--- src/hw/edge_counter_pkg.sv ---
/*
  Shared constants, register map and types for the gated edge and period
  counter. Assumes a 32-bit classic Wishbone register bus.
*/
package edge_counter_pkg;

  localparam int CNT_W = 32;

  // Register byte offsets.
  localparam logic [7:0] REG_CTRL   = 8'h00;
  localparam logic [7:0] REG_ARM    = 8'h04;
  localparam logic [7:0] REG_COUNT  = 8'h08;
  localparam logic [7:0] REG_SAVE   = 8'h0c;
  localparam logic [7:0] REG_STATUS = 8'h10;

  // Control register field positions.
  localparam int CTRL_MODE_LSB = 0;
  localparam int CTRL_MODE_W   = 3;
  localparam int CTRL_SRC_FALL = 4;
  localparam int CTRL_GATE_POL = 5;
  localparam int CTRL_DIR_LSB  = 6;
  localparam int CTRL_DIR_W    = 2;
  localparam int CTRL_CUMUL    = 8;
  localparam int CTRL_BUFFERED = 9;
  localparam int CTRL_W        = 10;

  localparam logic [CTRL_W-1:0] CTRL_RESET = 10'h000;

  // Status register field positions.
  localparam int STAT_ARMED = 0;
  localparam int STAT_DONE  = 1;
  localparam int STAT_SAVED = 2;
  localparam int STAT_OVERRUN = 3;

  // Arm register: writing this bit arms the counter, writing stop disarms.
  localparam int ARM_BIT  = 0;
  localparam int STOP_BIT = 1;

  typedef enum logic [2:0] {
    MODE_EDGE   = 3'b000,
    MODE_PULSE  = 3'b001,
    MODE_PERIOD = 3'b010,
    MODE_SEMI   = 3'b011
  } mode_t;

  typedef enum logic [1:0] {
    DIR_UP   = 2'b00,
    DIR_DOWN = 2'b01,
    DIR_EXT  = 2'b10
  } dir_t;

  typedef struct packed {
    logic  buffered;
    logic  cumulative;
    dir_t  dir;
    logic  gate_pol;
    logic  src_fall;
    logic  spare;
    mode_t mode;
  } ctrl_t;

  typedef struct packed {
    logic             valid;
    logic [CNT_W-1:0] data;
  } capture_t;

endpackage

--- src/hw/pin_sync_edge.sv ---
/*
  Two-flop synchroniser with rise and fall detection on the synchronised
  level. Assumes the input is asynchronous to SYS_CLK.
*/
`timescale 1ns/1ps
`default_nettype none
module pin_sync_edge (
  input  wire logic clk,
  input  wire logic rst_n,
  input  wire logic pin,
  output logic      level,
  output logic      rise,
  output logic      fall
);
  logic meta_q;
  logic sync_q;
  logic prev_q;

  // The first flop feeds only the second flop.
  always_ff @(posedge clk or negedge rst_n) begin
    if (!rst_n) begin
      meta_q <= 1'b0;
      sync_q <= 1'b0;
      prev_q <= 1'b0;
    end else begin
      meta_q <= pin;
      sync_q <= meta_q;
      prev_q <= sync_q;
    end
  end

  assign level = sync_q;
  assign rise  = sync_q & ~prev_q;
  assign fall  = ~sync_q & prev_q;
endmodule
`default_nettype wire

--- src/hw/capture_hold.sv ---
/*
  One-entry capture holder for the DMA stream: holds a value stable from
  load until the consumer accepts it or a new load replaces it. Assumes same-clock consumer.
*/
`timescale 1ns/1ps
`default_nettype none
module capture_hold
  import edge_counter_pkg::*;
#(
  parameter int W = CNT_W
) (
  input  wire logic         clk,
  input  wire logic         rst_n,
  input  wire logic         load,
  input  wire logic [W-1:0] load_data,
  input  wire logic         accept,
  output logic              valid,
  output logic [W-1:0]      data,
  output logic              overrun
);
  logic         valid_q;
  logic [W-1:0] data_q;

  // A new capture replaces an unaccepted one; the loss is flagged.
  always_ff @(posedge clk or negedge rst_n) begin
    if (!rst_n) begin
      valid_q <= 1'b0;
      data_q  <= '0;
    end else if (load) begin
      valid_q <= 1'b1;
      data_q  <= load_data;
    end else if (accept) begin
      valid_q <= 1'b0;
    end
  end

  assign valid   = valid_q;
  assign data    = data_q;
  assign overrun = load & valid_q & ~accept;
endmodule
`default_nettype wire

--- src/hw/gated_edge_period_counter.sv ---
/*
  Gated edge and period counter with a classic Wishbone register slave and
  a valid/accept capture stream toward a DMA controller. Assumes Source,
  Gate and direction inputs are asynchronous and slow against SYS_CLK.
*/
`timescale 1ns/1ps
`default_nettype none
module gated_edge_period_counter
  import edge_counter_pkg::*;
#(
  parameter int WIDTH = CNT_W
) (
  input  wire logic             SYS_CLK,
  input  wire logic             RST_N,
  input  wire logic [7:0]       WB_ADR_I,
  input  wire logic [31:0]      WB_DAT_I,
  output logic      [31:0]      WB_DAT_O,
  input  wire logic [3:0]       WB_SEL_I,
  input  wire logic             WB_WE_I,
  input  wire logic             WB_CYC_I,
  input  wire logic             WB_STB_I,
  output logic                  WB_ACK_O,
  output logic                  WB_ERR_O,
  input  wire logic             SOURCE,
  input  wire logic             GATE,
  input  wire logic             DIR_SEL,
  output logic                  DMA_VALID,
  output logic      [WIDTH-1:0] DMA_DATA,
  input  wire logic             DMA_ACCEPT
);

  // ****************************************************************
  // Input synchronisers
  // ****************************************************************
  logic src_lvl, src_rise, src_fall;
  logic gate_lvl, gate_rise, gate_fall;
  logic dir_lvl;

  pin_sync_edge u_src (
    .clk   (SYS_CLK),
    .rst_n (RST_N),
    .pin   (SOURCE),
    .level (src_lvl),
    .rise  (src_rise),
    .fall  (src_fall)
  );

  pin_sync_edge u_gate (
    .clk   (SYS_CLK),
    .rst_n (RST_N),
    .pin   (GATE),
    .level (gate_lvl),
    .rise  (gate_rise),
    .fall  (gate_fall)
  );

  pin_sync_edge u_dir (
    .clk   (SYS_CLK),
    .rst_n (RST_N),
    .pin   (DIR_SEL),
    .level (dir_lvl),
    .rise  (),
    .fall  ()
  );

  // ****************************************************************
  // Registers and state
  // ****************************************************************
  ctrl_t            ctrl_q;
  logic             armed_q;
  logic             done_q;
  logic             saved_q;
  logic             started_q;
  logic             ack_q;
  logic [WIDTH-1:0] count_q;
  logic [WIDTH-1:0] save_q;

  logic wb_req;
  logic wr_ctrl, wr_arm, arm_go, stop_go;
  logic src_edge, gate_act_edge, gate_trail_edge, gate_any_edge;
  logic gate_active, paused, count_en, capture, clear_after;
  logic [WIDTH-1:0] count_step;
  logic overrun, overrun_q;
  logic [WIDTH-1:0] cap_value;
  logic [31:0]      status_word;

  // A held request is answered every other cycle; the cycle after any answer is idle.
  assign wb_req  = WB_CYC_I & WB_STB_I & ~ack_q & ~WB_ERR_O;
  assign wr_ctrl = wb_req & WB_WE_I & WB_SEL_I[0]
                 & (WB_ADR_I == REG_CTRL);
  assign wr_arm  = wb_req & WB_WE_I & WB_SEL_I[0]
                 & (WB_ADR_I == REG_ARM);
  assign arm_go  = wr_arm & WB_DAT_I[ARM_BIT];
  assign stop_go = wr_arm & WB_DAT_I[STOP_BIT];

  // ****************************************************************
  // Edge selection
  // ****************************************************************
  assign src_edge = ctrl_q.src_fall ? src_fall : src_rise;
  // Gate polarity bit: 0 means high level is active (or pause high).
  assign gate_active     = gate_lvl ^ ctrl_q.gate_pol;
  assign gate_act_edge   = ctrl_q.gate_pol ? gate_fall : gate_rise;
  assign gate_trail_edge = ctrl_q.gate_pol ? gate_rise : gate_fall;
  assign gate_any_edge   = gate_rise | gate_fall;

  // Gate serves as pause only in unbuffered edge counting.
  assign paused = (ctrl_q.mode == MODE_EDGE) & ~ctrl_q.buffered
                & gate_active;

  // ****************************************************************
  // Count enable and capture decisions
  // ****************************************************************
  always_comb begin
    count_en    = 1'b0;
    capture     = 1'b0;
    clear_after = 1'b0;
    if (armed_q && !done_q) begin
      unique case (ctrl_q.mode)
        MODE_EDGE: begin
          count_en = src_edge & ~paused;
          if (ctrl_q.buffered) begin
            capture     = gate_act_edge;
            clear_after = ~ctrl_q.cumulative;
          end
        end
        MODE_PULSE: begin
          // Count only inside a pulse whose leading edge was seen.
          count_en = src_edge & started_q & gate_active;
          capture  = started_q & gate_trail_edge;
          clear_after = 1'b1;
        end
        MODE_PERIOD: begin
          count_en    = src_edge & (ctrl_q.buffered | started_q);
          capture     = gate_act_edge & (ctrl_q.buffered | started_q);
          clear_after = 1'b1;
        end
        MODE_SEMI: begin
          if (ctrl_q.buffered) begin
            count_en    = src_edge;
            capture     = gate_any_edge;
            clear_after = 1'b1;
          end else begin
            // Single semi-period behaves as single pulse width.
            count_en    = src_edge & started_q & gate_active;
            capture     = started_q & gate_trail_edge;
            clear_after = 1'b1;
          end
        end
        default: begin
          count_en = 1'b0;
        end
      endcase
    end
  end

  always_comb begin
    count_step = count_q;
    unique case (ctrl_q.dir)
      DIR_UP:   count_step = count_q + WIDTH'(1);
      DIR_DOWN: count_step = count_q - WIDTH'(1);
      DIR_EXT:  count_step = dir_lvl ? count_q + WIDTH'(1)
                                     : count_q - WIDTH'(1);
      default:  count_step = count_q;
    endcase
  end

  // ****************************************************************
  // Control and arming
  // ****************************************************************
  always_ff @(posedge SYS_CLK or negedge RST_N) begin
    if (!RST_N) begin
      ctrl_q <= ctrl_t'(CTRL_RESET);
    end else if (wr_ctrl && !armed_q) begin
      // Reconfiguring a running measurement is refused.
      ctrl_q <= ctrl_t'(WB_DAT_I[CTRL_W-1:0]);
    end
  end

  always_ff @(posedge SYS_CLK or negedge RST_N) begin
    if (!RST_N) begin
      armed_q <= 1'b0;
    end else if (arm_go) begin
      armed_q <= 1'b1;
    end else if (stop_go) begin
      armed_q <= 1'b0;
    end
  end

  // Single measurements freeze after their one capture.
  always_ff @(posedge SYS_CLK or negedge RST_N) begin
    if (!RST_N) begin
      done_q <= 1'b0;
    end else if (arm_go) begin
      done_q <= 1'b0;
    end else if (capture && !ctrl_q.buffered
                 && ctrl_q.mode != MODE_EDGE) begin
      done_q <= 1'b1;
    end
  end

  // Pulse modes start on entry to active; period on first active edge.
  always_ff @(posedge SYS_CLK or negedge RST_N) begin
    if (!RST_N) begin
      started_q <= 1'b0;
    end else if (arm_go) begin
      started_q <= 1'b0;
    end else if (armed_q) begin
      if (ctrl_q.mode == MODE_PERIOD) begin
        if (gate_act_edge) begin
          started_q <= 1'b1;
        end
      end else if (gate_act_edge) begin
        started_q <= 1'b1;
      end
    end
  end

  // ****************************************************************
  // Counter and save register
  // ****************************************************************
  always_ff @(posedge SYS_CLK or negedge RST_N) begin
    if (!RST_N) begin
      count_q <= '0;
    end else if (arm_go) begin
      count_q <= '0;
    end else if (capture && clear_after) begin
      // A coincident Source edge belongs to the interval just captured.
      count_q <= '0;
    end else if (count_en) begin
      count_q <= count_step;
    end
  end

  assign cap_value = count_en ? count_step : count_q;

  // Capture takes the count including a coincident Source edge.
  always_ff @(posedge SYS_CLK or negedge RST_N) begin
    if (!RST_N) begin
      save_q  <= '0;
      saved_q <= 1'b0;
    end else begin
      if (capture) begin
        save_q  <= cap_value;
        saved_q <= 1'b1;
      end else if (arm_go) begin
        saved_q <= 1'b0;
      end
    end
  end

  capture_hold #(
    .W (WIDTH)
  ) u_hold (
    .clk       (SYS_CLK),
    .rst_n     (RST_N),
    .load      (capture & ctrl_q.buffered),
    .load_data (cap_value),
    .accept    (DMA_ACCEPT),
    .valid     (DMA_VALID),
    .data      (DMA_DATA),
    .overrun   (overrun)
  );

  // ****************************************************************
  // Status and lost captures
  // ****************************************************************
  // A lost capture stays flagged until the next arm, so software can
  // tell that the stream dropped a value it never saw.
  always_ff @(posedge SYS_CLK or negedge RST_N) begin
    if (!RST_N) begin
      overrun_q <= 1'b0;
    end else if (overrun) begin
      overrun_q <= 1'b1;
    end else if (arm_go) begin
      overrun_q <= 1'b0;
    end
  end

  always_comb begin
    status_word               = '0;
    status_word[STAT_ARMED]   = armed_q;
    status_word[STAT_DONE]    = done_q;
    status_word[STAT_SAVED]   = saved_q;
    status_word[STAT_OVERRUN] = overrun_q;
  end

  // ****************************************************************
  // Wishbone slave: one wait-free answer the cycle after the request
  // ****************************************************************
  always_ff @(posedge SYS_CLK or negedge RST_N) begin
    if (!RST_N) begin
      ack_q    <= 1'b0;
      WB_ERR_O <= 1'b0;
      WB_DAT_O <= '0;
    end else begin
      ack_q    <= 1'b0;
      WB_ERR_O <= 1'b0;
      if (wb_req) begin
        ack_q    <= 1'b1;
        WB_DAT_O <= '0;
        unique case (WB_ADR_I)
          REG_CTRL:   WB_DAT_O <= 32'(ctrl_q);
          REG_ARM:    WB_DAT_O <= '0;
          REG_COUNT:  WB_DAT_O <= 32'(count_q);
          REG_SAVE:   WB_DAT_O <= 32'(save_q);
          REG_STATUS: WB_DAT_O <= status_word;
          default: begin
            ack_q    <= 1'b0;
            WB_ERR_O <= 1'b1;
          end
        endcase
      end
    end
  end

  assign WB_ACK_O = ack_q;

endmodule
`default_nettype wire

--- config.mk ---
export PLATFORM = sky130hd
export DESIGN_NAME = gated_edge_period_counter
export DESIGN_NICKNAME = d
export VERILOG_FILES = /design/src/hw/edge_counter_pkg.sv /design/src/hw/pin_sync_edge.sv /design/src/hw/capture_hold.sv /design/src/hw/gated_edge_period_counter.sv
export SDC_FILE = /design/constraint.sdc
export NUM_CORES = 1
export LEC_CHECK = 0
export BUFFER_PORTS_ARGS = -buffer_cell sky130_fd_sc_hd__buf_2
export CORE_MARGIN = 2
export CORE_UTILIZATION = 52
export DETAILED_ROUTE_END_ITERATION = 16
export HOLD_SLACK_MARGIN = 0.08
export PLACE_DENSITY = 0.88
export SLEW_MARGIN = 20
export SYNTH_ARGS = -nofsm -noshare
export SYNTH_HDL_FRONTEND = slang
export SYNTH_HIERARCHICAL = 1
export SYNTH_SLANG_ARGS = --single-unit
--- constraint.sdc ---
create_clock -name SYS_CLK -period 2.4 [get_ports SYS_CLK]
set_clock_uncertainty 0.05 [all_clocks]
set_input_delay 0.36 -clock SYS_CLK [delete_from_list [all_inputs] [get_ports SYS_CLK]]
set_output_delay 0.36 -clock SYS_CLK [all_outputs]
set_load 0.005 [all_outputs]
## Word level (Yosys, flattened, before mapping)

Cells that the tools add are included.

- Register bits after elaboration: 154
- Logic and storage cells: 132

- Reductions and logical operators: 22
- Equal/unequal tests: 9
- Add/sub/neg operators: 2
- Multiplexer cells: 35
- Bitwise operators: 37

Operators with widths:

| operator | count |
|---|---|
| 32-bit two-way mux | 4 |
| 32-bit one-hot mux with 4 select lines | 1 |
| 32-bit one-hot mux with 3 select lines | 1 |
| 32-bit by 1-bit adder with 32-bit output, second input constant | 1 |
| 32-bit by 1-bit subtractor with 32-bit output, second input constant | 1 |
| 1-bit two-way mux | 26 |
| 1-bit AND | 24 |
| 8-bit by 4-bit equality test with 1-bit output, second input constant | 2 |
| 2-bit nonzero test | 7 |
| 1-bit NOT | 10 |
| 8-bit by 3-bit equality test with 1-bit output, second input constant | 1 |
| 8-bit by 5-bit equality test with 1-bit output, second input constant | 1 |
| 8-bit logical NOT | 1 |
| 1-bit one-hot mux with 4 select lines | 2 |
| 3-bit by 2-bit equality test with 1-bit output, second input constant | 2 |
| 1-bit logical AND | 5 |
| 5-bit OR reduction | 1 |
| 3-bit by 1-bit equality test with 1-bit output, second input constant | 1 |
| 1-bit logical NOT | 3 |
| 3-bit logical NOT | 1 |
| 3-bit nonzero test | 1 |
| 3-bit OR reduction | 1 |
| 2-bit by 1-bit equality test with 1-bit output, second input constant | 1 |
| 2-bit equality test, second input constant | 1 |
| 5 further kinds | 6 |

## Longest topological paths before layout

- Depth after elaboration: 11
- Depth in mapped cells: 11
- Mapped depth without buffers: 9

## Cells and area by module

The synthesis kept the hierarchy.

By module, submodules not included:

| module | area an instance (um^2) | times used | cells an instance |
|---|---|---|---|
| gated_edge_period_counter | 6319.8 | 1 | 705 |
| capture_hold | 1375.1 | 1 | 72 |
| pin_sync_edge | 90.1 | 3 | 5 |

## Worst setup path after synthesis

No wires, ideal clock.

- Path type: register -> register
- Start: reg count_q[25]
- End: reg u_hold.data_q[31], in the netlist u_hold/data[31]
- Path slack: -0.025 ns
- Stages on the path, launching flop included: 8
- Data required time: 2.225 ns
- Buffers on the path: 0
- Arrival time: 2.251 ns
- Clock period less this slack: 2.425 ns
- Path through: dfrtp_1 or4_4 or4_1 nor2_1 a21oi_1 nor4_1 nor2_1 mux2_2

- Word-level cells in the longest chain between the ends: 4
- Elaborated cells on any way between the ends: 5
- Classes of those cells: add/sub: 2; mux: 3

RTL lines:

| element | RTL line | text |
|---|---|---|
| start, declared | gated_edge_period_counter.sv:75 | `logic [WIDTH-1:0] count_q;` |
| start signal, assigned | gated_edge_period_counter.sv:230 | `count_q <= count_step;` |
| 32-bit by 1-bit subtractor with 32-bit output or 32-bit by 1-bit adder with 32-bit output (tied branches) | -- |  |
| 32-bit two-way mux | gated_edge_period_counter.sv:161 | `DIR_EXT: count_step = dir_lvl ? count_q + WIDTH'(1)` |
| 32-bit one-hot mux with 3 select lines (*) | gated_edge_period_counter.sv:158 | `unique case (ctrl_q.dir)` |
| 32-bit two-way mux (*) | -- |  |
| named net cap_value[31] | gated_edge_period_counter.sv:84 | `logic [WIDTH-1:0] cap_value;` |
| end signal, assigned | capture_hold.sv:31 | `data_q <= load_data;` |
| end, declared | capture_hold.sv:22 | `logic [W-1:0] data_q;` |

Mark *: on every way through the listed nets, which the timed path passes. The rest lies on a longest branch.
A chain may end at the register's enable or synchronous reset.

## Worst setup path after layout

- Start: reg count_q[1]
- End: reg u_hold.data_q[12], in the netlist u_hold/data[12]

Same word-level chain as after synthesis.

==> results.cfg <==
[run_status]
outcome = finished with violations
violations = setup timing

[cts]
htree_levels = 4
numCtsBuffers = 17
clk_pin_slew_ps = 60
cts_root_buf = clkbuf_16
cts.sinks = 154
clkLatencyLatePin_ps = 430
cts.path.max_buffers = 2
cts_tree = done

[synthesis]
syn_nets = 844
yosys_warnings = 6
netlist_area_mm2 = 0.00793
synth_area_per_cell_um2 = 10.0
netlist_instances = 789

[placement]
portBuffers = 94
post-place-ws_ps = -43.6
dp_hpwl_mm = 14.5
gp_congestion = 0.985
placed_cells = 1130

[die]
start_util_pct = 52.7
die_y_um = 127
rows = 45
coreArea_mm2 = 0.0150
io_pins = 120
die_x_um = 127
die_area_mm2 = 0.0162

[worst_setup_path]
setup.worst_path.class = flip-flop to flip-flop
end_kind = flip-flop
required_ps = 2670
cp_max_fo = 4
arrival_ps = 2790
cp-start-kind = flip-flop

[timing]
rsz0062_at_grt = yes
relSlewSlack_pct = 68.0
timing.fmax_mhz = 397
setup_viol_count_final = 16
layout_setup_ws_ps = -118
worst_pin_slew_ps = 478
hold_violations = 0
period_needed_ps = 2520
report.final.slew_viol_count = 0
timing.final.crit_share_pct = 105

[grt]
grt_first_pass_wirelength_mm = 35.2
grt_antenna_before_repair = 0
grt_max_degree = 79
use_met3_pct = 5.86
grt_pass1_vias = 7078
grtUsageMet1_pct = 34.6
grt_usage_pct = 27.5
grt_overflow = 0
grt.busiest_layer = met2
grt_util_met2_pct = 45.5

[power_and_ir_drop]
finalPower_mw = 5.57
powerDensity_mw_per_mm2 = 531
ir_drop_uv = 506
power_leakage_nw = 5.18

[final_layout]
nets = 1034
drive_above_1_share_pct = 39.0
fill_cells = 993
final_common_cell = dfrtp_1
antennaDiodeCount = 0
final_cell_mix = dfrtp_1 (150), buf_4 (115), buf_2 (93)
final_cells = 1180
area_growth_pct = 32.4

[route]
wl_per_cell_um = 19.8
via_count = 7296
drtAntennaViolNets = 0
drt-pass1-iter-count = 5
drc = 0
drtIter0Drc = 866
via_per_inst = 6.18
routed_wl_mm = 23.4

[flow_run]
cap_violations = 0

[hold_path]
min_path_type = input port to flip-flop
==> stage by stage <==
step / TNS, ps / util (%) / hold slack (ps) / area (um^2)
2_1_floorplan: -14.4 / - / 14.4 / 7950
3_3_place_gp: 0 / 62.1 / 97.0 / 9340
3_5_place_dp: -106 / 62.1 / 97.2 / 9340
4_1_cts: 0 / 66.8 / 94.4 / 10000
5_1_grt: -3180 / 69.8 / 108 / 10500
6_report: -749 / 69.8 / 108 / 10500
==> where the power goes <==
group | internal [mW] | leakage [nW] | switching (mW) | total [mW]
sequential | 2.61 | 2.12 | 0.00694 | 2.61
clock | 1.66 | 0.289 | 1.12 | 2.78
combinational | 0.0627 | 2.78 | 0.117 | 0.180
==> state kept, by name, indices dropped and copies added, names as in the netlist, 10 cells and up <==
name,flops
WB_DAT_O,32
count_q,32
save_q,32
u_hold/data,32
ctrl_q,10
==> area by class of cell <==
class / instances / area (um^2) / share of cell area, %
multi-input combinational: 548 / 4080 / 38.9
sequential: 154 / 3860 / 36.8
timing repair buffer: 227 / 1590 / 15.1
clock buffer: 18 / 439 / 4.19
tap: 188 / 235 / 2.24
clock inverter: 14 / 170 / 1.62
inverter: 31 / 116 / 1.11
==> routing by layer <==
metal / vias up / part of all wire [%]
met5: - / 0
met4: 0 / 4.2
met3: 112 / 7.9
met2: 442 / 48
met1: 3562 / 40
li1: 3180 / -
==> critical path: stages, from the launching register on <==
cell	delay (ps)
dfrtp_1	430
inv_2	110
ha_4	150
nor4b_4	280
buf_4	200
nand2_2	110
o41ai_2	270
nand3_1	220
xor2_2	250
inv_1	70
mux2_4	260
==> timing repair <==
item,4_1_cts,5_1_grt
endpoints found under the setup margin,11,49
pin swaps,2,30
setup buffers,2,10
hold endpoints to repair,158,0
hold buffers,5,0
gates resized for setup,7,72
gates cloned,0,1
==> worst paths after layout <==
check                        startpoint              end  slack, ps  cells past startpoint
min in group asynchronous         RST_N    u_gate/meta_q        220                      2
min reg2reg                u_dir/meta_q      u_dir/level        300                      0
max in group asynchronous         RST_N     WB_DAT_O[19]       1490                      3
max                          count_q[1]  u_hold/data[12]       -120                     10
max reg2reg                  count_q[1]  u_hold/data[12]       -120                     10
min                         WB_DAT_I[2]        ctrl_q[2]        110                      2
(Power assumes the default switching activity.)
